`config.mk`:
```
export PLATFORM = sky130hd
export DESIGN_NAME = pm_capability_config_space
export DESIGN_NICKNAME = d
export VERILOG_FILES = /design/src/pm_cap_pkg.sv /design/src/pm_capability_config_space.sv /design/src/pm_power_table.sv
export SDC_FILE = /design/constraint.sdc
export NUM_CORES = 1
export LEC_CHECK = 0
export BUFFER_PORTS_ARGS = -buffer_cell sky130_fd_sc_hd__buf_4
export CORE_MARGIN = 2
export CORE_UTILIZATION = 36
export DETAILED_ROUTE_END_ITERATION = 10
export PLACE_DENSITY_LB_ADDON = 0.25
export SKIP_LAST_GASP = 1
export SYNTH_ARGS = -nofsm -noshare
export SYNTH_HDL_FRONTEND = slang
export SYNTH_SLANG_ARGS = --single-unit
export TNS_END_PERCENT = 30
```
`constraint.sdc`:
```
create_clock -name mclk -period 1 [get_ports mclk]
set_input_delay 0.05 -clock mclk [delete_from_list [all_inputs] [get_ports mclk]]
set_output_delay 0.05 -clock mclk [all_outputs]
set_load 0.01 [all_outputs]
```
`src/pm_cap_pkg.sv`:
```
// constants, settings and carrier types of the power management capability
`default_nettype none
package pm_cap_pkg;

  // ***********************************************************
  // placement and offsets
  // ***********************************************************
  localparam int CFG_DW_ADDR_W = 10;
  localparam logic [11:0] PM_BASE_BYTE = 12'h040;
  localparam logic [11:0] PM_CAP_OFS = 12'h000;
  localparam logic [11:0] PM_CSR_OFS = 12'h004;

  // ***********************************************************
  // capabilities word fields
  // ***********************************************************
  localparam int CAP_ID_LSB = 0;
  localparam int CAP_NEXT_LSB = 8;
  localparam int CAP_VER_LSB = 16;
  localparam int CAP_BUS_CLK_BIT = 19;
  localparam int CAP_RSVD_BIT = 20;
  localparam int CAP_DSI_BIT = 21;
  localparam int CAP_AUX_LSB = 22;
  localparam int CAP_D1_BIT = 25;
  localparam int CAP_D2_BIT = 26;
  localparam int CAP_WAKE_LSB = 27;

  // ***********************************************************
  // control/status word fields
  // ***********************************************************
  localparam int CSR_STATE_LSB = 0;
  localparam int CSR_NSR_BIT = 3;
  localparam int CSR_WAKE_EN_BIT = 8;
  localparam int CSR_SEL_LSB = 9;
  localparam int CSR_SCALE_LSB = 13;
  localparam int CSR_WAKE_ST_BIT = 15;
  localparam int CSR_B2B3_BIT = 22;
  localparam int CSR_BPCC_BIT = 23;
  localparam int CSR_DATA_LSB = 24;

  // ***********************************************************
  // fixed values and reset values
  // ***********************************************************
  localparam logic [1:0] STATE_D0 = 2'h0;
  localparam logic [1:0] STATE_D1 = 2'h1;
  localparam logic [1:0] STATE_D2 = 2'h2;
  localparam logic [1:0] STATE_D3 = 2'h3;
  localparam logic [1:0] STATE_RST = 2'h0;
  localparam logic [3:0] SEL_RST = 4'h0;
  localparam logic [3:0] SEL_LAST = 4'h7;
  localparam logic BUS_CLK_FIXED = 1'b0;
  localparam logic RSVD20_FIXED = 1'b0;
  localparam logic NSR_FIXED = 1'b1;

  // ***********************************************************
  // carrier types
  // ***********************************************************
  typedef logic [7:0][7:0] power_bank_t;
  typedef logic [7:0][1:0] scale_bank_t;

  typedef struct packed {
    logic pm_struct_present;
    logic [7:0] pm_capability_identifier;
    logic [7:0] pm_next_item_pointer;
    logic [2:0] pm_spec_version;
    logic wake_needs_bus_clock;
    logic pm_reserved_bit20;
    logic device_specific_init_flag;
    logic [2:0] aux_current_request;
    logic state_d1_supported;
    logic state_d2_supported;
    logic [4:0] wake_event_state_support;
    logic bus_b2_b3_flag;
    logic bus_power_clock_ctrl_enable;
    logic no_soft_reset_flag;
    power_bank_t power_value;
    scale_bank_t power_scale;
  } pm_attr_s;

  localparam pm_attr_s PM_ATTR_DEFAULT = '{
    pm_struct_present: 1'b1,
    pm_capability_identifier: 8'h01,
    pm_spec_version: 3'h3,
    no_soft_reset_flag: 1'b1,
    default: '0
  };

  typedef struct packed {
    logic valid;
    logic write;
    logic [CFG_DW_ADDR_W-1:0] addr;
    logic [3:0] be;
    logic [31:0] wdata;
  } cfg_req_s;

  typedef struct packed {
    logic valid;
    logic hit;
    logic [31:0] rdata;
  } cfg_rsp_s;

  typedef struct packed {
    logic [1:0] power_state;
    logic wake_enable;
    logic [3:0] data_select;
    logic wake_status;
    cfg_rsp_s link_rsp;
    cfg_rsp_s mgmt_rsp;
  } pm_state_s;

  typedef struct packed {
    logic [7:0] data;
    logic [1:0] scale;
  } pm_table_s;

endpackage : pm_cap_pkg
`default_nettype wire

```
`src/pm_capability_config_space.sv`:
```
// power management capability structure of the configuration space
`timescale 1ns/1ps
`default_nettype none

// What this block does
// - structure sits at byte 40h, accesses relative
// - absent structure answers link and management with a miss, data 0
// - identifier in capabilities bits 7:0
// - next pointer reported, 00h when last
// - spec version in bits 18:16, from the pm_spec_version setting, 3 by default
// - bus clock for wake bit 19 reads 0
// - reserved bit 20 reads 0
// - device specific init flag in bit 21
// - aux current request in bits 24:22
// - D1 support bit 25, D2 bit 26
// - wake support D3cold..D0 in bits 31:27
// - B2/B3 bit 22, bus power/clock bit 23
// - no soft reset bit 3 reads 1
// - select 0..3 returns consumed power value
// - select 4..7 returns dissipated power value
// - each value returns its two-bit scale
module pm_capability_config_space
  import pm_cap_pkg::*;
#(
  parameter pm_attr_s attrs = PM_ATTR_DEFAULT
)
(
  input wire logic mclk,
  input wire logic rst,
  input wire cfg_req_s link_req,
  input wire cfg_req_s mgmt_req,
  output logic mgmt_ready,
  output cfg_rsp_s link_rsp,
  output cfg_rsp_s mgmt_rsp,
  input wire logic wake_event,
  output logic [1:0] power_state,
  output logic wake_enable,
  output logic wake_status
);

  // ***********************************************************
  // functions
  // ***********************************************************

  // byte address of a dword request
  function automatic logic [11:0] byte_addr(input cfg_req_s r);
    byte_addr = {r.addr, 2'b00};
  endfunction : byte_addr

  // true when the request lands on one word of the structure
  function automatic logic hits_word(input cfg_req_s r, input logic [11:0] ofs);
    logic [11:0] target;
    target = PM_BASE_BYTE + ofs;
    hits_word = attrs.pm_struct_present && (byte_addr(r) == target);
  endfunction : hits_word

  // a power state write is kept only if that state is supported
  function automatic logic state_allowed(input logic [1:0] s);
    case (s)
      STATE_D0: state_allowed = 1'b1;
      STATE_D1: state_allowed = attrs.state_d1_supported;
      STATE_D2: state_allowed = attrs.state_d2_supported;
      STATE_D3: state_allowed = 1'b1;
      default: state_allowed = 1'b0;
    endcase
  endfunction : state_allowed

  // ***********************************************************
  // state
  // ***********************************************************
  pm_state_s st;
  pm_state_s next_st;
  logic [31:0] cap_word;
  logic [31:0] csr_word;
  logic [7:0] table_data;
  logic [1:0] table_scale;
  logic [3:0] table_sel;
  cfg_req_s req;
  logic from_link;
  logic hit_cap;
  logic hit_csr;
  logic [1:0] wr_state;
  logic wake_clear;

  // ***********************************************************
  // capabilities word, from settings except fixed bits 20:19
  // ***********************************************************
  always_comb
  begin
    cap_word = '0;
    cap_word[CAP_ID_LSB +: 8] = attrs.pm_capability_identifier;
    cap_word[CAP_NEXT_LSB +: 8] = attrs.pm_next_item_pointer;
    cap_word[CAP_VER_LSB +: 3] = attrs.pm_spec_version;
    // forced, since the only legal setting is zero
    cap_word[CAP_BUS_CLK_BIT] = BUS_CLK_FIXED;
    cap_word[CAP_RSVD_BIT] = RSVD20_FIXED;
    cap_word[CAP_DSI_BIT] = attrs.device_specific_init_flag;
    cap_word[CAP_AUX_LSB +: 3] = attrs.aux_current_request;
    cap_word[CAP_D1_BIT] = attrs.state_d1_supported;
    cap_word[CAP_D2_BIT] = attrs.state_d2_supported;
    cap_word[CAP_WAKE_LSB +: 5] = attrs.wake_event_state_support;
  end

  // ***********************************************************
  // control/status word
  // ***********************************************************
  always_comb
  begin
    csr_word = '0;
    csr_word[CSR_STATE_LSB +: 2] = st.power_state;
    csr_word[CSR_NSR_BIT] = NSR_FIXED;
    csr_word[CSR_WAKE_EN_BIT] = st.wake_enable;
    csr_word[CSR_SEL_LSB +: 4] = st.data_select;
    csr_word[CSR_SCALE_LSB +: 2] = table_scale;
    csr_word[CSR_WAKE_ST_BIT] = st.wake_status;
    csr_word[CSR_B2B3_BIT] = attrs.bus_b2_b3_flag;
    csr_word[CSR_BPCC_BIT] = attrs.bus_power_clock_ctrl_enable;
    csr_word[CSR_DATA_LSB +: 8] = table_data;
  end

  // ***********************************************************
  // request selection
  // ***********************************************************
  // link wins a tie; the management port waits, never the link
  always_comb
  begin
    from_link = link_req.valid;
    req = from_link ? link_req : mgmt_req;
    hit_cap = req.valid && hits_word(req, PM_CAP_OFS);
    hit_csr = req.valid && hits_word(req, PM_CSR_OFS);
  end

  assign mgmt_ready = !link_req.valid;

  // ***********************************************************
  // next state
  // ***********************************************************
  always_comb
  begin
    cfg_rsp_s rsp;
    rsp = '0;
    next_st = st;
    wr_state = req.wdata[CSR_STATE_LSB +: 2];
    wake_clear = 1'b0;
    next_st.link_rsp = '0;
    next_st.mgmt_rsp = '0;

    // writes to the capabilities word fall through untouched
    if (req.valid && req.write && hit_csr)
    begin
      if (req.be[0] && state_allowed(wr_state))
      begin
        next_st.power_state = wr_state;
      end
      if (req.be[1])
      begin
        next_st.wake_enable = req.wdata[CSR_WAKE_EN_BIT];
        next_st.data_select = req.wdata[CSR_SEL_LSB +: 4];
        wake_clear = req.wdata[CSR_WAKE_ST_BIT];
      end
    end

    // a wake event in the clearing cycle keeps the flag set
    if (wake_event)
    begin
      next_st.wake_status = 1'b1;
    end
    else if (wake_clear)
    begin
      next_st.wake_status = 1'b0;
    end

    rsp.valid = req.valid;
    rsp.hit = hit_cap || hit_csr;
    if (req.valid && !req.write)
    begin
      if (hit_cap)
      begin
        rsp.rdata = cap_word;
      end
      else if (hit_csr)
      begin
        rsp.rdata = csr_word;
      end
    end

    if (from_link)
    begin
      next_st.link_rsp = rsp;
    end
    else
    begin
      next_st.mgmt_rsp = rsp;
    end
  end

  // table follows the select in the same edge, so a read right
  // after a select write already sees the new value
  assign table_sel = next_st.data_select;

  always_ff @(posedge mclk or posedge rst)
  begin
    if (rst)
    begin
      st <= '0;
      st.power_state <= STATE_RST;
      st.data_select <= SEL_RST;
    end
    else
    begin
      st <= next_st;
    end
  end

  // ***********************************************************
  // power data table
  // ***********************************************************
  pm_power_table u_table (
    .mclk(mclk),
    .rst(rst),
    .sel(table_sel),
    .values(attrs.power_value),
    .scales(attrs.power_scale),
    .data(table_data),
    .scale(table_scale)
  );

  // ***********************************************************
  // outputs
  // ***********************************************************
  assign link_rsp = st.link_rsp;
  assign mgmt_rsp = st.mgmt_rsp;
  assign power_state = st.power_state;
  assign wake_enable = st.wake_enable;
  assign wake_status = st.wake_status;

endmodule : pm_capability_config_space
`default_nettype wire

```
`src/pm_power_table.sv`:
```
// power data table with registered read port
`timescale 1ns/1ps
`default_nettype none
module pm_power_table
  import pm_cap_pkg::*;
(
  input wire logic mclk,
  input wire logic rst,
  input wire logic [3:0] sel,
  input wire power_bank_t values,
  input wire scale_bank_t scales,
  output logic [7:0] data,
  output logic [1:0] scale
);

  pm_table_s st;
  pm_table_s next_st;

  // ***********************************************************
  // lookup
  // ***********************************************************
  always_comb
  begin
    next_st = '0;
    // undefined selections read as zero
    if (sel <= SEL_LAST)
    begin
      next_st.data = values[sel[2:0]];
      next_st.scale = scales[sel[2:0]];
    end
  end

  always_ff @(posedge mclk or posedge rst)
  begin
    if (rst)
      st <= '0;
    else
      st <= next_st;
  end

  assign data = st.data;
  assign scale = st.scale;

endmodule : pm_power_table
`default_nettype wire
```
* Word level (Yosys, flattened, before mapping)
Memory sizes are Yosys's and may differ from the RTL's.
Index checks and enable logic that the tools add are counted.
W data, S select, Z words.
** Storage, ports and cells
- Bits in registers :: 86
- Logic and storage cells :: 53
- Memories kept :: 2
- Memory bits (read-only) :: 80
- Output and inout port bits :: 73
- Bits of input ports :: 99
** Operators by class
- Order comparisons :: 2
- Reductions and logical operators :: 15
- Equal/unequal tests :: 5
- Muxes and demuxes :: 17
** Memory list
- (name not given) :: words 8, width 8, rd ports 1, clocked after memory_dff 0, wr ports 0, line pm_power_table.sv:28 : next_st.data = values[sel[2:0]];
- (name not given) :: words 8, width 2, rd ports 1, clocked after memory_dff 0, wr ports 0, line pm_power_table.sv:29 : next_st.scale = scales[sel[2:0]];
** Operators by type and width (count)
- $mux W32 :: 3
- $mux W34 :: 2
- $mux W48 :: 1
- $eq A10 B5 Y1 const B :: 2
- $mux W10 :: 1
- $mux W4 :: 2
- $mux W8 :: 1
- $logic_and A1 B1 Y1 :: 6
- $mux W1 :: 5
- $eq A2 B2 Y1 const B :: 2
- $le A4 B3 Y1 const B :: 1
- $lt A3 B4 Y1 const B :: 1
- $reduce_and A2 Y1 :: 2
- $reduce_or A2 Y1 :: 2
- $eq A2 B1 Y1 const B :: 1
- $logic_not A1 Y1 :: 2
- $logic_not A2 Y1 :: 1
- $mux W2 :: 1
- $pmux W1 S2 :: 1
- $reduce_bool A2 Y1 :: 1
- $logic_or A1 B1 Y1 :: 1

* Depth between registers and ports, before layout
Gate-level depths: netlist of the first run.
- Depth in word-level cells :: 8
- Gate-level depth with buffers :: 6
- Mapped depth without buffers :: 4

* Cells and area by module
From an unflattened synthesis of the first run, not the netlist that was laid out.
** Unflattened totals
- Cell total of the unflattened synthesis :: 235
- Area, all modules :: 3143.0 um^2
** Modules (own cells, without submodules)
- pm_capability_config_space :: instances 1, cells each 178, seq. area each 1301.2 um^2, area an instance 2248.4 um^2
- pm_power_table :: instances 1, cells each 57, seq. area each 250.2 um^2, area an instance 894.6 um^2

* Worst setup path after synthesis of the first run
No wires, ideal clock.
- Kind :: in2reg
- Start point :: input link_req[38] in the netlist's numbering
- End point :: register st, in the netlist csr_word[10]
- Stages on the path :: 5
- Arrival :: 1785 ps
- Slack :: -910 ps
- Cells stage by stage :: or4_1 or3_1 buf_6 a2111oi_4 mux2_2
** On the way
- Word-level cells in the longest chain between the ends :: 5
** Ends and longest elaborated chain
- from (decl) :: line pm_capability_config_space.sv:30 : input wire cfg_req_s link_req,
- $mux W48 :: line pm_capability_config_space.sv:128 : req = from_link ? link_req : mgmt_req;
- $eq A10 B5 Y1 :: line pm_capability_config_space.sv:54 : hits_word = attrs.pm_struct_present && (byte_addr(r) == target);
- $logic_and A1 B1 Y1 :: line pm_capability_config_space.sv:130 : hit_csr = req.valid && hits_word(req, PM_CSR_OFS);
- $logic_and A1 B1 Y1 :: line pm_capability_config_space.sv:149 : if (req.valid && req.write && hit_csr)
- $mux W4 :: line pm_capability_config_space.sv:149
- to (signal assigned) :: line pm_capability_config_space.sv:211 : st <= next_st;
- to (decl) :: line pm_capability_config_space.sv:71 : pm_state_s st;
No other way between the ends.
A chain may end at the register's enable or synchronous reset.

* Worst setup path after layout of the first run
- Start point :: input link_req[38] in the netlist's numbering
- End point :: register st, in the netlist csr_word[12]
The elaborated chain is that of the path after synthesis.

==> results of run 1 <==
-- flip-flops by register name, summed over array words and instances (netlist names) --
name	flops
mgmt_rsp	12
wake_status	1
power_state	2
wake_enable	1
link_rsp	12
csr_word	4
-- repair_timing --
item / CTS / global route
hold endpoints to repair: 32 / 0
setup endpoints to repair: 29 / 30
pin swaps: 0 / 0
gates resized for setup: 5 / 2
hold buffers: 1 / 0
-- final timing paths --
path | to | cells past startpoint
hold / removal | wake_status | 3
setup reg to reg | mgmt_rsp[0] | 2
min in group asynchronous | link_rsp[33] | 4
max in group asynchronous | mgmt_rsp[11] | 4
hold reg to reg | mgmt_rsp[11] | 1
setup / recovery | csr_word[12] | 6
-- worst max-delay path, cell delays in order --
cell and delay [ps]:
buf_6 90, or4_4 510, or3_4 390, a2111oi_4 290
buf_4 200, mux2_2 330
-- area by class of cell --
cell class	count	area, um2
tap	67	83.8
multi-input combinational	108	762
clock buffer	7	96.3
inverter	2	7.51
fill	466	2220
sequential	32	801
clock inverter	1	30.0
timing repair buffer	99	753
-- through the flow --
step	utilization	hold slack, ps	TNS (ps)
2_1_floorplan	-	166	-18160
3_3_place_gp	0.499	162	-27340
3_5_place_dp	0.499	163	-28050
4_1_cts	0.531	31.1	-16650
5_1_grt	0.533	73.7	-19120
6_report	0.533	37.8	-16890
-- layout by cell type (no fill, tap or decap), types with 3 or more instances in the layout --
| master | synthesis | layout |
|---|---|---|
| dfrtp_1 | 32 | 32 |
| a2111oi_4 | 3 | 3 |
| conb_1 | 1 | 42 |
| and2_1 | 14 | 14 |
| mux2_2 | 13 | 12 |
| buf_4 | 47 | 96 |
| clkbuf_8 | 0 | 7 |
| nor2_1 | 4 | 4 |
| nor2b_1 | 3 | 3 |
| nand2b_1 | 3 | 3 |
| mux2i_1 | 3 | 3 |
-- power breakdown --
group / switching (mW) / total (mW) / internal [mW]
registers: 0.00264 / 1.30 / 1.30
logic: 0.206 / 0.411 / 0.205
clock network: 0.435 / 1.31 / 0.878
total: 0.644 / 3.03 / 2.38
-- logic make-up (layout without fill, tap and decap cells) --
kind of cell / Yosys count / after routing / share of synthesized area
simple gates: 36 / 36 / 0.130
flops: 32 / 32 / 0.451
compound gates: 12 / 12 / 0.0901
other cells: 1 / 42 / 0.00211
xor+xnor: 2 / 2 / 0.00986
mux: 16 / 16 / 0.0993
buf+inv: 52 / 109 / 0.218
-- per-layer routing --
| metal | vias up | GRT usage | share of wire |
|---|---|---|---|
| met5 | - | 0 | 0 |
| met4 | 0 | 0.0476 | 0.0065 |
| met3 | 2 | 0.0379 | 0.10 |
| met2 | 82 | 0.221 | 0.47 |
| met1 | 585 | 0.169 | 0.42 |
| li1 | 611 | - | - |
==> results.md, run 1 <==
- RSZ-0062 raised after global routing: yes
- Pwr Total: 3.03 mW
- Netlist cell types: 31
- Largest net degree at the start of global routing: 33
- Fmax: 0.586 GHz
- Max_slew headroom: 0.625
- Dpl cell area: 2370 um2
- Cell Area, Synth: 1780 um2
- Initial antenna violation count: 0
- Die area: 5510 um2
- Failing checks: setup timing
- Setup ws final: -706 ps
- Reg-to-Reg Start: power_state[0]
- Layout Cells excl Fill: 316
- Post-synth ARST share: 1.00
- Dpl hpwl: 2.76 mm
- Core area: 4750 um2
- Final ANT Viol Nets: 0
- Worst Setup End Kind: flip-flop
- Synth Flop Type: dfrtp_1
- Post-placement setup slack: -1140 ps
- Most area-hungry cell type in the Yosys netlist: dfrtp_1
- Routability cong.: 0.766
- Critical path launch point: link_req[38]
- Die width: 74.3 um
- Placed cell count: 307
- NumNets Final: 347
- Crit path launch type: primary input
- # rows: 25
- Status: finished with violations
- Register area share after synthesis: 0.451
- Post-synth top cells: buf_4, dfrtp_1, and2_1, mux2_2, nor2_1
- Share of layout cells above drive strength 1: 0.514
- GRT overflow: 0
- CP required: 1160 ps
- GRT Util Overall: 0.134
- Synth warn: 0
- Leakage Power: 1.36 nW
- Average size of a mapped cell: 11.8 um2
- Clock skew: 2.25 ps
- CTS Buf Count: 5
- CTS root buf: clkbuf_8
- I/O pin cnt: 172
- # diodes: 0
- Tightest Pin Transition: 547 ps
- Crit path time final: 1710 ps
- DRC viols: 0
- Peak supply drop: 0.745 mV
- Area Overhead vs Synth: 42.6%
- Avg WL per Cell: 11.3 um
- Setup Crit Path Kind: in -> reg
- First-pass DRT Iterations: 4
- TritonCTS clock tree: built
- Clk_lat worst skew: 270 ps
- R2R setup slack: 60 ps
- Vias per std cell: 4.05
- Longest Clk Path Bufs: 2
- Sink Count: 32
- Final Hold Viols: 0
- Hold crit path type: in -> reg
- Slew Limit Fails: 0
- Die height: 74.3 um
- Final setup viols: 30
- Min-delay src: wake_event
- WP data arrival: 1860 ps
- Most numerous cell in the Yosys netlist: buf_4
- Count of buffers from port buffering: 77
- Number of synthesized flops with an enable pin: 0
- Max Cap Viol: 0
- Vias in the first global route: 1180
- Fin crit share: 1.71
- Post-Synthesis Cells: 151
- Post-CTS Repair Setup Buffers: 0
- CP Max Fanout: 5
- Cell area after layout: 2530 um2
- Top post-synthesis cells by area: dfrtp_1, buf_4, mux2_2
- Routed vias: 1280
- Initial core utilization: 0.374
- Global-route wire length before repair: 5.53 mm
- Total Wirelength: 3.56 mm
- Reg clk slew, reported paths: 60 ps
- Yosys top cell area share: 0.451
- Yosys reg bits: 32
- H-tree depth: 2
- Drt first-iter violations: 38
- Power per Cell Area: 1190 nW/um2
Power figures use the tool's default switching activity.
==> run 2: changes to the inputs <==
BUFFER_PORTS_ARGS = -buffer_cell sky130_fd_sc_hd__clkbuf_2   (was -buffer_cell sky130_fd_sc_hd__buf_4)
clock period = 1.8 ns   (was 1 ns; I/O delays follow)
==> results.md, run 2 (synthesis results as in run 1) <==
- Routed vias: 1230
- CP required: 1960 ps
- Met1 global-route usage: 0.153
- Vias per std cell: 3.97
- Buf/Inv on CP: 2
- CTS Buf Count: 5
- I/O pin cnt: 172
- Die width: 74.3 um
- Count of buffers from port buffering: 77
- Initial core utilization: 0.374
- RSZ-0062 raised after global routing: yes
- Clk_lat worst skew: 270 ps
- Vias in the first global route: 1085
- Sink Count: 32
- WP data arrival: 1930 ps
- Cell family with most CP delay: simple AND/OR/NAND/NOR gates
- TritonCTS clock tree: built
- # diodes: 0
- CP Max Fanout: 5
- Cell Chain, Critical Path: clkbuf_2 -> or4_1 -> or3_1 -> a2111oi_4 -> buf_4 -> mux2_2
- NumNets Final: 341
- Area Overhead vs Synth: 27.0%
- Clock skew: 3.41 ps
- H-tree depth: 2
- Status: finished, final reports clean
- First-pass DRT Iterations: 4
- GRT Util Overall: 0.125
- DRC viols: 0
- Met3 Usage GRT: 0.0393
- Tightest Pin Transition: 499 ps
- Global-route wire length before repair: 5.09 mm
- Commonest non-fill, non-tap cell in the layout: clkbuf_2
- Dpl hpwl: 2.73 mm
- CTS root buf: clkbuf_8
- Initial antenna violation count: 0
- Worst path max stage delay: 490 ps
- Reg clk slew, reported paths: 60 ps
- Layer with the highest usage: met2
- Crit path launch type: primary input
- Max_slew headroom: 0.658
- Fmax: 0.566 GHz
- Worst Setup End Kind: flip-flop
- Share of layout cells above drive strength 1: 0.490
- Routability cong.: 0.764
- Slew Limit Fails: 0
- Final core occ: 0.475
- Peak supply drop: 0.386 mV
- Drt first-iter violations: 55
- Post-CTS Repair Setup Buffers: 0
- Met2 GRT Util: 0.206
- Die height: 74.3 um
- Largest net degree at the start of global routing: 33
- Core area: 4750 um2
- Commonest non-fill, non-tap cells in the layout: clkbuf_2, conb_1, dfrtp_1
- Power per Cell Area: 694 nW/um2
- Final setup viols: 0
- Die area: 5510 um2
- Avg WL per Cell: 10.7 um
- Fin crit share: 0.981
- Longest Clk Path Bufs: 2
- Crit path time final: 1770 ps
- Hold slack final: 73.6 ps
- Pwr Total: 1.57 mW
- Max Cap Viol: 0
- # rows: 25
- GRT overflow: 0
- Total Wirelength: 3.33 mm
- Final ANT Viol Nets: 0
- Leakage Power: 1.25 nW
- Hold crit path type: in -> reg
- Final Hold Viols: 0
- Slowest CP cell: or4_1
- Setup Crit Path Kind: in -> reg
[run 2: metal layers]
layer  routed length, um  vias up
li1                    -      604
met1                1410      541
met2                1520       81
met3                 356        4
met4                  44        0
met5                   0        -
[run 2: area by class of cell]
cell class                 count  area [um2]
tap                           67        83.8
sequential                    32         801
clock buffer                   6        72.6
multi-input combinational    108         749
clock inverter                 2        35.0
fill                         474        2500
timing repair buffer          93         508
inverter                       2        7.51
[run 2: worst min-delay path, delay by kind of cell]
kind / cells / cell delay, ps
AOI/OAI and AO/OA: 1 / 50
buffers and inverters: 1 / 90
and+or+nand+nor: 1 / 80
[run 2: report_power, final]
group	switching [mW]	internal (mW)
combinational	0.111	0.0750
clock	0.248	0.410
sequential	0.00128	0.723
total	0.360	1.21
[run 2: per-stage QoR]
stage	setup slack [ps]	cells	setup TNS [ps]	area, um2
2_1_floorplan	-150	192	-940	1930
3_3_place_gp	-248	301	-4410	2130
3_5_place_dp	-288	301	-4560	2130
4_1_cts	4.18	310	0	2250
5_1_grt	-16.6	310	-39.7	2260
6_report	34.5	310	0	2260
[run 2: worst paths after layout]
kind	from	to	slack (ps)	cells past startpoint
max	link_req[38]	csr_word[10]	30	6
min	wake_event	wake_status	70	3
max reg2reg	power_state[0]	mgmt_rsp[0]	810	2
min reg2reg	csr_word[12]	mgmt_rsp[12]	500	1
max in group asynchronous	rst	link_rsp[15]	1090	4
min in group asynchronous	rst	mgmt_rsp[32]	430	4
[run 2: what timing repair did]
| action | 4_1_cts | 5_1_grt |
|---|---|---|
| hold buffers | 1 | 0 |
| hold endpoints to repair | 32 | 0 |
| resized for setup | 0 | 2 |
| setup endpoints to repair | 0 | 5 |
==> run 3: changes to the inputs <==
ABC_CLOCK_PERIOD_IN_PS = 1800   (was default)
BUFFER_PORTS_ARGS = -buffer_cell sky130_fd_sc_hd__buf_2   (was -buffer_cell sky130_fd_sc_hd__clkbuf_2)
SLEW_MARGIN = 20   (was default)
==> results.md, run 3 (synthesis results as in run 1) <==
- WP data arrival: 1880 ps
- RSZ-0062 raised after global routing: no
- Final Hold Viols: 0
- H-tree depth: 2
- I/O pin cnt: 172
- GRT Util Overall: 0.128
- Filler cell count: 478
- Routed vias: 1240
- CTS root buf: clkbuf_8
- NumNets Final: 339
- Max_slew headroom: 0.684
- Commonest non-fill, non-tap cell in the layout: buf_2
- Min-delay src: wake_event
- Sink Count: 32
- R2R setup slack: 820 ps
- Die width: 74.3 um
- Power per Cell Area: 703 nW/um2
- First-pass DRT Iterations: 4
- Status: finished, final reports clean
- TritonCTS clock tree: built
- Vias per std cell: 4.03
- Max Cap Viol: 0
- Worst path max stage delay: 500 ps
- DRC viols: 0
- Total Wirelength: 3.40 mm
- Post-route setup TNS: 0 ps
- Area Overhead vs Synth: 26.3%
- Worst hold endpoint: wake_status
- Peak supply drop: 0.423 mV
- Setup Crit Path Kind: in -> reg
- Die area: 5510 um2
- Initial antenna violation count: 0
- Reg-to-Reg Start: power_state[0]
- Die height: 74.3 um
- CP Max Fanout: 5
- Final setup viols: 0
- Post-CTS Repair Setup Buffers: 0
- Core area: 4750 um2
- Clk_lat worst skew: 280 ps
- Hold crit path type: in -> reg
- # rows: 25
- FF-to-FF End: mgmt_rsp[0]
- Hold Path Stages: 3
- Fmax: 0.584 GHz
- Reg clk slew, reported paths: 60 ps
- Drt first-iter violations: 38
- Avg WL per Cell: 11.0 um
- Fin crit share: 0.951
- Vias in the first global route: 1065
- Register area: 801 um2
- Clock skew: 3.82 ps
- CP required: 1960 ps
- Leakage Power: 1.26 nW
- Count of buffers from port buffering: 77
- Dpl hpwl: 2.69 mm
- Multi-input gate area: 748 um2
- Longest Clk Path Bufs: 2
- # diodes: 0
- Crit path time final: 1710 ps
- Commonest non-fill, non-tap cells in the layout: buf_2, conb_1, dfrtp_1
- Cell Chain, Critical Path: buf_2 -> or4_1 -> or3_4 -> a2111oi_4 -> buf_4 -> mux2_2
- Worst Setup End Kind: flip-flop
- Global-route wire length before repair: 5.08 mm
- Final ANT Viol Nets: 0
- Slew Limit Fails: 0
- Crit path launch type: primary input
- Largest net degree at the start of global routing: 33
- Tightest Pin Transition: 463 ps
- Reg2reg path depth: 2
- Initial core utilization: 0.374
- GRT overflow: 0
- Routability cong.: 0.753
- Hold slack final: 77.5 ps
- Slowest CP cell: or4_1
- Share of layout cells above drive strength 1: 0.490
- CTS Buf Count: 5
[run 3: changes by cell type in the layout (fill, tap and decap cells not counted)]
cell        before  now
a2111oi_0        1    2
clkbuf_1         1    0
or3_1            1    0
clkbuf_2        77    0
or3_4            0    1
buf_2            0   77
buf_4           15   13
clkinvlp_4       0    1
a2111oi_2        2    1
[run 3: how the worst max path moves through the flow]
| stage | end | from | cells past startpoint | slack, ps |
|---|---|---|---|---|
| 2_1_floorplan | csr_word[10] | link_req[38] | 5 | -150 |
| 3_3_place_gp | csr_word[11] | link_req[38] | 6 | -260 |
| 3_5_place_dp | csr_word[10] | link_req[38] | 6 | -270 |
| 4_1_cts | csr_word[10] | link_req[38] | 6 | 20 |
| 5_1_grt | csr_word[10] | link_req[38] | 6 | 10 |
| 6_report | csr_word[10] | link_req[38] | 6 | 90 |
[run 3: worst max-delay path: cells and delay by family]
family                 cells  cell delay (ps)
AND/OR/NAND/NOR            2              870
multiplexers               1              340
AO/OA/AOI/OAI              1              290
buffers and inverters      2              280
[run 3: report_power, final]
| part | leakage, nW | switching [mW] | internal [mW] |
|---|---|---|---|
| Sequential | 0.439 | 0.00114 | 0.722 |
| Combinational | 0.767 | 0.111 | 0.0749 |
| Clock | 0.0541 | 0.261 | 0.409 |
[run 3: per-layer routing]
metal / GRT usage / wire, um / up-vias
li1: - / - / 602
met3: 0.0407 / 414 / 7
met4: 0.0714 / 78 / 0
met2: 0.202 / 1510 / 81
met5: 0 / 0 / -
met1: 0.154 / 1400 / 550
[run 3: timing repair]
action,4_1_cts,5_1_grt
hold buffers,1,0
endpoints found under the hold margin,32,0
setup endpoints to repair,0,6
gates resized for setup,0,1
[run 3: stage by stage]
stage	area [um2]	total power [mW]	cells	setup slack, ps	util
3_5_place_dp	2120	0.922	299	-274	0.446
2_1_floorplan	1930	0.912	192	-150	-
4_1_cts	2240	1.60	308	23.3	0.471
6_report	2240	1.58	308	87.5	0.472
5_1_grt	2240	1.65	308	13.0	0.472
3_3_place_gp	2120	0.921	299	-262	0.446
[run 3: cell type report]
class | instances | share of cell area
sequential | 32 | 0.357
multi-input combinational | 108 | 0.333
timing repair buffer | 91 | 0.220
tap | 67 | 0.0373
clock buffer | 5 | 0.0307
clock inverter | 3 | 0.0190
inverter | 2 | 0.00334
